--- src/hw/dll_seq_pkg.sv ---
// Purpose: shared constants and types for the dll switch / clock rate change sequencer
// Assumes: one 20 MHz clock for both ends; mode register fields are simplified to fixed positions
// Notes:   times are kept in ns, cycle counts derived from them
package dll_seq_pkg;
  localparam int CLK_NS       = 50;
  localparam int T_MOD_NS     = 360;
  localparam int T_MRD_NS     = 200;
  localparam int T_CKSRE_NS   = 500;
  localparam int T_CKSRX_NS   = 500;
  localparam int T_XS_NS      = 1000;
  localparam int T_XSFAST_NS  = 600;
  localparam int T_XSABORT_NS = 600;
  localparam int T_DLLK_NS    = 50000;
  localparam int T_ZQOPER_NS  = 25600;
  localparam int T_RFC_NS     = 350;
  // least times round up
  localparam int T_MOD_CYC     = (T_MOD_NS + CLK_NS - 1) / CLK_NS;
  localparam int T_MRD_CYC     = (T_MRD_NS + CLK_NS - 1) / CLK_NS;
  localparam int T_CKSRE_CYC   = (T_CKSRE_NS + CLK_NS - 1) / CLK_NS;
  localparam int T_CKSRX_CYC   = (T_CKSRX_NS + CLK_NS - 1) / CLK_NS;
  localparam int T_XS_CYC      = (T_XS_NS + CLK_NS - 1) / CLK_NS;
  localparam int T_XSFAST_CYC  = (T_XSFAST_NS + CLK_NS - 1) / CLK_NS;
  localparam int T_XSABORT_CYC = (T_XSABORT_NS + CLK_NS - 1) / CLK_NS;
  localparam int T_DLLK_CYC    = (T_DLLK_NS + CLK_NS - 1) / CLK_NS;
  localparam int T_ZQOPER_CYC  = (T_ZQOPER_NS + CLK_NS - 1) / CLK_NS;
  localparam int T_RFC_CYC     = (T_RFC_NS + CLK_NS - 1) / CLK_NS;

  localparam int CNT_W  = 16;
  localparam int ADDR_W = 18;

  // mode register numbers and field positions
  localparam logic [2:0] MR0 = 3'h0;
  localparam logic [2:0] MR1 = 3'h1;
  localparam logic [2:0] MR2 = 3'h2;
  localparam logic [2:0] MR3 = 3'h3;
  localparam logic [2:0] MR4 = 3'h4;
  localparam logic [2:0] MR5 = 3'h5;
  localparam logic [2:0] MR6 = 3'h6;
  localparam int DLL_EN_BIT = 0;  // MR1
  localparam int AL_LSB     = 3;  // MR1, 2 bits
  localparam int CL_LSB     = 2;  // MR0, 5 bits raw latency
  localparam int DLL_RST_BIT = 8; // MR0
  localparam int CWL_LSB    = 3;  // MR2, 5 bits raw latency
  localparam int PDA_BIT    = 4;  // MR3
  localparam int ABORT_BIT  = 9;  // MR4
  localparam int PL_LSB     = 0;  // MR5, 3 bits
  localparam logic [4:0] DLLOFF_CL  = 5'h0A;
  localparam logic [4:0] DLLOFF_CWL = 5'h09;

  // host register map
  localparam logic [3:0] REG_CTRL   = 4'h0;
  localparam logic [3:0] REG_STATUS = 4'h4;
  localparam logic [3:0] REG_LAT    = 4'h8;
  localparam int CTRL_GO = 0, CTRL_DLL_ON = 1, CTRL_ABORT = 2, CTRL_ZQ = 3, CTRL_PL_LSB = 4;
  localparam logic [31:0] CTRL_RST = 32'h0000_0002;
  localparam logic [31:0] LAT_RST  = 32'h0000_090A;
  localparam logic [1:0] RESP_OKAY   = 2'h0;
  localparam logic [1:0] RESP_SLVERR = 2'h2;

  typedef enum logic [3:0] {
    CMD_DES, CMD_MRS, CMD_SRE, CMD_SRX, CMD_REF, CMD_ZQCL, CMD_ZQCS,
    CMD_ACT, CMD_PRE, CMD_RD, CMD_WR, CMD_PDE
  } cmd_t;
endpackage

--- src/hw/dram_cmd_if.sv ---
// Purpose: command, cke and odt link between controller sequencer and dram model
// Assumes: both ends on clk_sys
// Notes:   no clocking block; the bench joins the ends
`timescale 1ns/100ps
interface dram_cmd_if;
  import dll_seq_pkg::*;
  logic              cke;
  logic              odt;
  cmd_t              cmd;
  logic [2:0]        mr_sel;
  logic [ADDR_W-1:0] addr;
  modport host   (output cke, output odt, output cmd, output mr_sel, output addr);
  modport device (input cke, input odt, input cmd, input mr_sel, input addr);
endinterface

--- src/hw/wait_timer.sv ---
// Purpose: down counter for mandatory wait intervals
// Assumes: load is one cycle
// Notes:   done is a level, low from the cycle after load until the count runs out
`timescale 1ns/100ps
module wait_timer
  import dll_seq_pkg::*;
(
  input  wire logic             clk_sys,  // system clock
  input  wire logic             resetn,   // async reset, low
  input  wire logic             load,     // start a wait
  input  wire logic [CNT_W-1:0] load_val, // cycles to wait
  output logic                  done      // count exhausted
);
  logic [CNT_W-1:0] cnt_r;

  always_ff @(posedge clk_sys or negedge resetn) begin
    if (!resetn) begin
      cnt_r <= '0;
    end else if (load) begin
      cnt_r <= load_val;
    end else if (cnt_r != '0) begin
      cnt_r <= cnt_r - 1'b1;
    end
  end

  assign done = (cnt_r == '0);
endmodule

--- src/hw/dll_seq_host.sv ---
// Purpose: controller-side sequencer for dll on/off switching and clock rate change
// Assumes: AXI4-Lite slave on clk_sys; one write and one read at most in flight
// Notes:   odt is held low for the whole sequence, which covers both odt cases
// Summary of operation
// - MR1 A0 low disables DLL until set
// - idle, precharged, odt off before disable
// - tMOD, enter self refresh, hold tCKSRE
// - stable new clock tCKSRX before exit
// - dll-off exit: cke high, odt low
// - after fast exit only ZQ, CL/WR/CWL writes
// - abort bit: abort refresh, keep counter
// - one refresh before next self refresh
// - ordinary commands wait full exit delay
// - A0 on, tMRD, dll reset, tMRD
// - wait tDLLK, and tZQoper after ZQCL
// - dll-on exit: cke high until locked
// - DLL bit changes only init/self refresh; the sequencer writes dll-off in idle before entry
// - dll-off needs only CL 10, CWL 9
// - dll-off read reference AL+CL-1
// - change clock only inside self refresh
// - parity off, rate change, parity on
// - rewrite added-clock settings before leaving idle
// - MR6 before entry relocks at exit
// - stay in grade range, else dll-off
// - rewrite MR0, MR2-MR6 after change; the sequencer rewrites only MR0, MR2 and MR5
// - tMOD after last mode write
//
// Our own choices: the placing of the registers and the AXI4-Lite interface to the registers.
`timescale 1ns/100ps
module dll_seq_host
  import dll_seq_pkg::*;
(
  input  wire logic        clk_sys,   // system clock
  input  wire logic        resetn,    // async reset, low
  input  wire logic [31:0] s_awaddr,  // axi write address
  input  wire logic        s_awvalid, // axi
  output logic             s_awready, // axi
  input  wire logic [31:0] s_wdata,   // axi write data
  input  wire logic [3:0]  s_wstrb,   // axi byte enables
  input  wire logic        s_wvalid,  // axi
  output logic             s_wready,  // axi
  output logic [1:0]       s_bresp,   // axi
  output logic             s_bvalid,  // axi
  input  wire logic        s_bready,  // axi
  input  wire logic [31:0] s_araddr,  // axi read address
  input  wire logic        s_arvalid, // axi
  output logic             s_arready, // axi
  output logic [31:0]      s_rdata,   // axi read data
  output logic [1:0]       s_rresp,   // axi
  output logic             s_rvalid,  // axi
  input  wire logic        s_rready,  // axi
  output logic             rate_sel,  // selects the new clock rate
  dram_cmd_if.host         dram       // link to the dram
);
  typedef enum logic [3:0] {
    S_IDLE, S_PL_OFF, S_MR4, S_DLL_OFF, S_SRE, S_FREQ, S_SRX, S_MR1_ON, S_DLL_RST,
    S_MR0, S_MR2, S_LOCK, S_ZQ, S_REF, S_PL_ON
  } state_t;

  state_t            state_r;
  logic              waiting_r;
  logic [31:0]       ctrl_r;
  logic [31:0]       lat_r;
  logic              go_r;
  logic              done_r;
  logic              dll_on_r;
  logic              tmr_done;
  logic              tmr_load;
  cmd_t              step_cmd;
  logic [2:0]        step_mr;
  logic [ADDR_W-1:0] step_addr;
  logic [CNT_W-1:0]  step_wait;
  state_t            step_next;
  logic              want_on;
  logic [4:0]        cl_val;
  logic [4:0]        cwl_val;

  assign want_on = ctrl_r[CTRL_DLL_ON];
  // dll-off only has to support one latency pair
  assign cl_val  = want_on ? lat_r[4:0]  : DLLOFF_CL;
  assign cwl_val = want_on ? lat_r[12:8] : DLLOFF_CWL;

  // ---------------- AXI4-Lite slave ----------------
  logic        aw_hold_r, w_hold_r;
  logic [3:0]  aw_off_r;
  logic        aw_ok_r;
  logic [31:0] w_data_r;
  logic [3:0]  w_strb_r;

  function automatic logic [31:0] merge(input logic [31:0] old_v, input logic [31:0] new_v,
                                        input logic [3:0] be);
    logic [31:0] res;
    res = old_v;
    for (int i = 0; i < 4; i++) begin
      if (be[i]) begin
        res[i*8 +: 8] = new_v[i*8 +: 8];
      end
    end
    return res;
  endfunction

  function automatic logic mapped(input logic [31:0] a);
    return (a[31:4] == '0) && (a[1:0] == 2'h0) && (a[3:0] != 4'hC);
  endfunction

  always_ff @(posedge clk_sys or negedge resetn) begin
    if (!resetn) begin
      s_awready <= 1'b1;
      s_wready  <= 1'b1;
      aw_hold_r <= 1'b0;
      w_hold_r  <= 1'b0;
      aw_off_r  <= 4'h0;
      aw_ok_r   <= 1'b0;
      w_data_r  <= 32'h0000_0000;
      w_strb_r  <= 4'h0;
      s_bvalid  <= 1'b0;
      s_bresp   <= RESP_OKAY;
    end else begin
      if (s_awvalid && s_awready) begin
        aw_hold_r <= 1'b1;
        aw_off_r  <= s_awaddr[3:0];
        aw_ok_r   <= mapped(s_awaddr);
        s_awready <= 1'b0;
      end
      if (s_wvalid && s_wready) begin
        w_hold_r <= 1'b1;
        w_data_r <= s_wdata;
        w_strb_r <= s_wstrb;
        s_wready <= 1'b0;
      end
      if (aw_hold_r && w_hold_r && !s_bvalid) begin
        s_bvalid <= 1'b1;
        s_bresp  <= aw_ok_r ? RESP_OKAY : RESP_SLVERR;
      end
      if (s_bvalid && s_bready) begin
        s_bvalid  <= 1'b0;
        aw_hold_r <= 1'b0;
        w_hold_r  <= 1'b0;
        s_awready <= 1'b1;
        s_wready  <= 1'b1;
      end
    end
  end

  wire wr_fire = aw_hold_r && w_hold_r && !s_bvalid && aw_ok_r;

  always_ff @(posedge clk_sys or negedge resetn) begin
    if (!resetn) begin
      ctrl_r <= CTRL_RST;
      lat_r  <= LAT_RST;
      go_r   <= 1'b0;
    end else begin
      go_r <= 1'b0;
      // settings are frozen while a sequence runs
      if (wr_fire && state_r == S_IDLE) begin
        if (aw_off_r == REG_CTRL) begin
          ctrl_r <= merge(ctrl_r, w_data_r, w_strb_r);
          go_r   <= w_strb_r[0] & w_data_r[CTRL_GO];
        end
        if (aw_off_r == REG_LAT) begin
          lat_r <= merge(lat_r, w_data_r, w_strb_r);
        end
      end
    end
  end

  always_ff @(posedge clk_sys or negedge resetn) begin
    if (!resetn) begin
      s_arready <= 1'b1;
      s_rvalid  <= 1'b0;
      s_rdata   <= 32'h0000_0000;
      s_rresp   <= RESP_OKAY;
    end else if (s_arvalid && s_arready) begin
      s_arready <= 1'b0;
      s_rvalid  <= 1'b1;
      s_rresp   <= mapped(s_araddr) ? RESP_OKAY : RESP_SLVERR;
      case (s_araddr[3:0])
        REG_CTRL:   s_rdata <= {ctrl_r[31:1], 1'b0};
        REG_STATUS: s_rdata <= {24'h00_0000, state_r, 1'b0, dll_on_r, done_r, (state_r != S_IDLE)};
        REG_LAT:    s_rdata <= lat_r;
        default:    s_rdata <= 32'h0000_0000;
      endcase
    end else if (s_rvalid && s_rready) begin
      s_rvalid  <= 1'b0;
      s_arready <= 1'b1;
    end
  end

  // ---------------- sequencer ----------------
  always_comb begin
    step_cmd  = CMD_DES;
    step_mr   = MR0;
    step_addr = '0;
    step_wait = CNT_W'(T_MOD_CYC);
    step_next = S_IDLE;
    case (state_r)
      S_PL_OFF: begin
        step_cmd  = CMD_MRS;
        step_mr   = MR5;
        step_next = S_MR4;
      end
      S_MR4: begin
        // the shorter abort wait is only legal once the dram knows abort is on
        step_cmd  = CMD_MRS;
        step_mr   = MR4;
        step_addr[ABORT_BIT] = ctrl_r[CTRL_ABORT];
        step_next = want_on ? S_SRE : S_DLL_OFF;
      end
      S_DLL_OFF: begin
        step_cmd  = CMD_MRS;
        step_mr   = MR1;
        step_next = S_SRE;
      end
      S_SRE: begin
        step_cmd  = CMD_SRE;
        step_wait = CNT_W'(T_CKSRE_CYC);
        step_next = S_FREQ;
      end
      S_FREQ: begin
        step_wait = CNT_W'(T_CKSRX_CYC);
        step_next = S_SRX;
      end
      S_SRX: begin
        step_cmd  = CMD_SRX;
        step_wait = !want_on ? CNT_W'(T_XSFAST_CYC) :
                    ctrl_r[CTRL_ABORT] ? CNT_W'(T_XSABORT_CYC) : CNT_W'(T_XS_CYC);
        step_next = want_on ? S_MR1_ON : S_MR0;
      end
      S_MR1_ON: begin
        step_cmd  = CMD_MRS;
        step_mr   = MR1;
        step_addr[DLL_EN_BIT] = 1'b1;
        step_wait = CNT_W'(T_MRD_CYC);
        step_next = S_DLL_RST;
      end
      S_DLL_RST: begin
        step_cmd  = CMD_MRS;
        step_addr[DLL_RST_BIT] = 1'b1;
        step_addr[CL_LSB +: 5] = cl_val;
        step_wait = CNT_W'(T_MRD_CYC);
        step_next = S_MR2;
      end
      S_MR0: begin
        step_cmd  = CMD_MRS;
        step_addr[CL_LSB +: 5] = cl_val;
        step_next = S_MR2;
      end
      S_MR2: begin
        step_cmd  = CMD_MRS;
        step_mr   = MR2;
        step_addr[CWL_LSB +: 5] = cwl_val;
        // on the off path this wait also covers the full exit delay
        step_wait = want_on ? CNT_W'(T_MOD_CYC) : CNT_W'(T_XS_CYC);
        step_next = want_on ? S_LOCK : (ctrl_r[CTRL_ZQ] ? S_ZQ : S_REF);
      end
      S_LOCK: begin
        step_wait = CNT_W'(T_DLLK_CYC);
        step_next = ctrl_r[CTRL_ZQ] ? S_ZQ : S_REF;
      end
      S_ZQ: begin
        step_cmd  = CMD_ZQCL;
        step_wait = CNT_W'(T_ZQOPER_CYC);
        step_next = S_REF;
      end
      S_REF: begin
        step_cmd  = CMD_REF;
        step_wait = CNT_W'(T_RFC_CYC);
        step_next = S_PL_ON;
      end
      S_PL_ON: begin
        step_cmd  = CMD_MRS;
        step_mr   = MR5;
        step_addr[PL_LSB +: 3] = ctrl_r[CTRL_PL_LSB +: 3];
        step_next = S_IDLE;
      end
      default: begin
        step_next = S_IDLE;
      end
    endcase
  end

  assign tmr_load = (state_r != S_IDLE) && !waiting_r;

  wait_timer u_timer (
    .clk_sys  (clk_sys),
    .resetn   (resetn),
    .load     (tmr_load),
    .load_val (step_wait),
    .done     (tmr_done)
  );

  always_ff @(posedge clk_sys or negedge resetn) begin
    if (!resetn) begin
      state_r   <= S_IDLE;
      waiting_r <= 1'b0;
      done_r    <= 1'b0;
    end else if (state_r == S_IDLE) begin
      if (go_r) begin
        state_r <= S_PL_OFF;
        done_r  <= 1'b0;
      end
    end else if (!waiting_r) begin
      waiting_r <= 1'b1;
    end else if (tmr_done) begin
      waiting_r <= 1'b0;
      state_r   <= step_next;
      done_r    <= (step_next == S_IDLE);
    end
  end

  always_ff @(posedge clk_sys or negedge resetn) begin
    if (!resetn) begin
      dram.cke    <= 1'b1;
      dram.odt    <= 1'b0;
      dram.cmd    <= CMD_DES;
      dram.mr_sel <= 3'h0;
      dram.addr   <= '0;
    end else begin
      dram.cmd    <= tmr_load ? step_cmd : CMD_DES;
      dram.mr_sel <= step_mr;
      dram.addr   <= step_addr;
      // cke drops the cycle after the entry command, rises with the exit command
      dram.cke    <= !((state_r == S_SRE && waiting_r) || (state_r == S_FREQ));
      dram.odt    <= 1'b0;
    end
  end

  always_ff @(posedge clk_sys or negedge resetn) begin
    if (!resetn) begin
      rate_sel <= 1'b0;
      dll_on_r <= 1'b1;
    end else begin
      // rate flips only after tCKSRE, inside self refresh
      if (state_r == S_FREQ && !waiting_r) begin
        rate_sel <= ~rate_sel;
      end
      if (state_r == S_DLL_OFF && !waiting_r) begin
        dll_on_r <= 1'b0;
      end
      if (state_r == S_MR1_ON && !waiting_r) begin
        dll_on_r <= 1'b1;
      end
    end
  end
endmodule

--- src/flat_wrapper.sv ---
// flat-port wrapper written by rule: the top's interface ports become plain ports
module dll_seq_host_flat import dll_seq_pkg::*;
  (clk_sys, resetn, s_awaddr, s_awvalid, s_awready, s_wdata, s_wstrb, s_wvalid, s_wready, s_bresp, s_bvalid, s_bready, s_araddr, s_arvalid, s_arready, s_rdata, s_rresp, s_rvalid, s_rready, rate_sel, dram_cke, dram_odt, dram_cmd, dram_mr_sel, dram_addr);
  dram_cmd_if dram_i ();
  input  wire logic clk_sys;
  input  wire logic resetn;
  input  wire logic [31:0] s_awaddr;
  input  wire logic s_awvalid;
  output logic s_awready;
  input  wire logic [31:0] s_wdata;
  input  wire logic [3:0] s_wstrb;
  input  wire logic s_wvalid;
  output logic s_wready;
  output logic [1:0] s_bresp;
  output logic s_bvalid;
  input  wire logic s_bready;
  input  wire logic [31:0] s_araddr;
  input  wire logic s_arvalid;
  output logic s_arready;
  output logic [31:0] s_rdata;
  output logic [1:0] s_rresp;
  output logic s_rvalid;
  input  wire logic s_rready;
  output logic rate_sel;
  output wire logic [$bits(dram_i.cke)-1:0] dram_cke;
  output wire logic [$bits(dram_i.odt)-1:0] dram_odt;
  output wire logic [$bits(dram_i.cmd)-1:0] dram_cmd;
  output wire logic [$bits(dram_i.mr_sel)-1:0] dram_mr_sel;
  output wire logic [$bits(dram_i.addr)-1:0] dram_addr;
  assign dram_cke = dram_i.cke;
  assign dram_odt = dram_i.odt;
  assign dram_cmd = dram_i.cmd;
  assign dram_mr_sel = dram_i.mr_sel;
  assign dram_addr = dram_i.addr;
  dll_seq_host u_core (.clk_sys(clk_sys), .resetn(resetn), .s_awaddr(s_awaddr), .s_awvalid(s_awvalid), .s_awready(s_awready), .s_wdata(s_wdata), .s_wstrb(s_wstrb), .s_wvalid(s_wvalid), .s_wready(s_wready), .s_bresp(s_bresp), .s_bvalid(s_bvalid), .s_bready(s_bready), .s_araddr(s_araddr), .s_arvalid(s_arvalid), .s_arready(s_arready), .s_rdata(s_rdata), .s_rresp(s_rresp), .s_rvalid(s_rvalid), .s_rready(s_rready), .rate_sel(rate_sel), .dram(dram_i));
endmodule
--- config.mk ---
export PLATFORM = sky130hd
export DESIGN_NAME = dll_seq_host_flat
export DESIGN_NICKNAME = d
export VERILOG_FILES = /design/src/hw/dll_seq_pkg.sv /design/src/hw/dram_cmd_if.sv /design/src/hw/wait_timer.sv /design/src/hw/dll_seq_host.sv /design/src/flat_wrapper.sv
export SDC_FILE = /design/constraint.sdc
export NUM_CORES = 1
export LEC_CHECK = 0
export BUFFER_PORTS_ARGS = -buffer_cell sky130_fd_sc_hd__buf_2
export CORE_ASPECT_RATIO = 2
export CORE_MARGIN = 4
export CORE_UTILIZATION = 42
export DETAILED_ROUTE_END_ITERATION = 8
export MAX_ROUTING_LAYER = met4
export PLACE_DENSITY = 0.66
export REMOVE_ABC_BUFFERS = 1
export SLEW_MARGIN = 40
export SYNTH_ARGS = -nofsm -noshare
export SYNTH_HDL_FRONTEND = slang
export SYNTH_HIERARCHICAL = 1
export SYNTH_SLANG_ARGS = --single-unit
--- constraint.sdc ---
create_clock -name clk_sys -period 7.1 [get_ports clk_sys]
set_input_delay 0.355 -clock clk_sys [delete_from_list [all_inputs] [get_ports clk_sys]]
set_output_delay 0.355 -clock clk_sys [all_outputs]
set_load 0.01 [all_outputs]
==> results.toml <==
[sta]
tns_ns = 0
finalHoldViolCount = 0
max_freq_ghz = 0.378
worst_slew_margin_rel_pct = 47.3
setup_viol = 0
rsz0062_at_grt = "false"
tightest_slew_ns = 0.791
finalMaxSlewViolations = 0
post-route-min-period_ns = 2.65
period_share_pct = 37.3
skew_ns = 0.0133

[global_route]
antenna_found_initial = 1
grt_util_met3_pct = 3.71
grt_max_degree = 107
gr-usage-met2_pct = 33.1
grt_pass1_vias = 6238
grt_pass1_wl_um = 32700
overflow = 0
grt_use_total_pct = 19.0
grtUsageMet1_pct = 20.8
busiest_layer = "met2"

[cts]
postCtsSetupBuffers = 0
cts_buffer_depth = 2
cts.sinks = 187
root_buffer = "clkbuf_16"
cts_tree = "yes"
htree_num_levels = 4
cts_buffers = 17
post_cts_resized = 0
clk_pin_slew_ns = 0.07
clk_latency_ns = 0.42

[hold_path]
worstHoldStart = "s_arvalid"
hp-class = "input pin to flip-flop"

[power_and_ir_drop]
p_leak_uw = 0.00492
ir_drop_mv = 0.185
pwr_density_cell_nw_per_um2 = 256

[synth]
synth-seq-cells = 187
yosysWarningCount = 6
seq_area_frac_synth_pct = 54.7
synth-main-ff-cell = "dfrtp_1"
synthCells = 685
async_reset_ff_share_pct = 100
synthesis.area_sq_um = 8580
avgSynthCellArea_sq_um = 12.5
synth-edff-count = 0
synth_cell_types = 65
synth_top_area_share_pct = 51.6
yosys-top-cells-area = "dfrtp_1, mux2_4, mux2_2"
yosysTopAreaCell = "dfrtp_1"

[floorplanning]
dieArea_sq_um = 22900
die_w_um = 109
coreArea_sq_um = 20000
rows = 73
start_util_pct = 42.9
io_pins = 176
die_h_um = 210

[layout]
fin_util_pct = 51.6
area_delta_synth_final_pct = 20.2
mostFrequentLayoutCell = "dfrtp_1"
drive_gt1_share_pct = 39.7
layout_common_cells = "dfrtp_1, buf_2, mux2_4"
fillers = 1773
nNetsFinal = 958

[place]
place.gp.congestion = 0.921
hpwl_um = 15000
portBuffers = 163

[routing]
vias_per_cell = 5.26
drtPass1Iterations = 5
ant_nets = 0
drc_errors = 0
first_iter_violations = 282
detail_route.wl_per_cell_um = 18.1
vias = 5928
routed_wl_um = 20400

[critical_path]
ff2ff_setup_slack_ns = 4.45
startpoint_type = "flip-flop"
crit_required_ns = 7.41
worstPathCellList = "nor4_4 -> buf_4 -> and4bb_1 -> nand2_8 -> mux2_4"
cp-endpoint = "u_core/ctrl_r[20]$_DFFE_PN0P_"
critPathMaxStageDelay_ns = 0.75
cp_data_arrival_time_ns = 2.95
critPathSlowestCell = "and4bb_1"
r2r_cells = 5
critPathKind = "flip-flop to flip-flop"
cp-end-kind = "flip-flop"
worst-path-max-fanout = 20
regToRegEndpoint = "u_core/ctrl_r[20]$_DFFE_PN0P_"
cp-startpoint = "u_core/state_r[1]$_DFFE_PN0P_"
rr_startpoint = "u_core/state_r[1]$_DFFE_PN0P_"

[run_status]
status = "completed"

[run]
cap_violations = 0
## state kept, by name (all words and copies together), names as in the netlist, 4 cells and up
| signal | cells |
|---|---|
| u_core/w_data_r | 32 |
| u_core/state_r | 4 |
| u_core/ctrl_r | 31 |
| u_core/lat_r | 32 |
| u_core/dram.addr | 10 |
| u_core/u_timer/cnt_r | 16 |
| u_core/s_rdata | 32 |
| u_core/w_strb_r | 4 |
| u_core/aw_off_r | 4 |
## what timing repair did
action,in CTS,in global routing
setup endpoints to repair,0,0
hold endpoints to repair,7,0
hold buffers,1,0
## synth_stat cells, drive strengths merged (12+ instances only)
cell,n
a22oi,40
nand3,12
mux2,104
clkbuf,22
dfrtp,177
nor2,31
nand2,63
a21oi,16
nor4,21
inv,14
buf,24
o21ai,50
nor3,14
## critical path: cells and delay by family, from the launching register on
family,cells,cell delay [ns]
and+or+nand+nor,3,1.27
buffers and inverters,1,0.27
muxes,1,0.34
DFF,1,0.63
## per-layer routing
metal / wire length, um / share of wire, %
met5: 0 / 0
met4: 753 / 3.7
met2: 11100 / 55
met3: 909 / 4.5
met1: 7580 / 37
## area by class of cell
cell class / count / area [sq um] / area share, %
sequential: 187 / 4690 / 45.5
multi-input combinational: 455 / 3670 / 35.6
timing repair buffer: 175 / 945 / 9.16
clock buffer: 24 / 492 / 4.77
tap: 262 / 328 / 3.18
clock inverter: 8 / 133 / 1.29
inverter: 14 / 52.6 / 0.509
antenna: 1 / 2.50 / 0.0243
## cell families (layout without fill, tap and decap cells)
| family | Yosys count | after routing | share of synthesized area (%) |
|---|---|---|---|
| fa+ha+maj | 1 | 1 | 0.146 |
| other cells | 1 | 19 | 0.0437 |
| buf+inv | 60 | 221 | 3.53 |
| flops | 187 | 187 | 54.7 |
| mux | 109 | 109 | 17.0 |
| compound gates | 142 | 142 | 11.0 |
| simple gates | 176 | 176 | 12.7 |
| xor+xnor | 9 | 9 | 0.919 |
## where the power goes
part	switching (uW)	total, uW	internal (uW)
clock	403	1000	597
combinational	117	284	167
sequential	154	1360	1210
## how the worst min path moves through the flow
| stage | endpoint | cells after the start |
|---|---|---|
| 3_5_place_dp | u_core/dram.mr_sel[1]$_DFF_PN0_ | 1 |
| 3_3_place_gp | u_core/s_bresp[1]$_DFFE_PN0P_ | 2 |
| 6_report | u_core/s_arready$_DFFE_PN1P_ | 2 |
| 5_1_grt | u_core/s_awready$_DFFE_PN1P_ | 2 |
| 2_1_floorplan | u_core/aw_hold_r$_DFFE_PN0P_ | 0 |
| 4_1_cts | u_core/s_awready$_DFFE_PN1P_ | 2 |
## per-stage QoR
stage | worst slack, ns | instance area (sq um) | power, uW | hold WS [ns] | std cells
2_1_floorplan | 3.83 | 8390 | 1520 | 0.0594 | 656
3_3_place_gp | 4.52 | 9630 | 1650 | 0.463 | 1090
3_5_place_dp | 4.47 | 9650 | 1670 | 0.458 | 1091
4_1_cts | 4.45 | 10300 | 2680 | 0.0811 | 1124
5_1_grt | 4.30 | 10300 | 2770 | 0.0924 | 1126
6_report | 4.45 | 10300 | 2640 | 0.104 | 1126
Power figures use the tool's default switching activity.
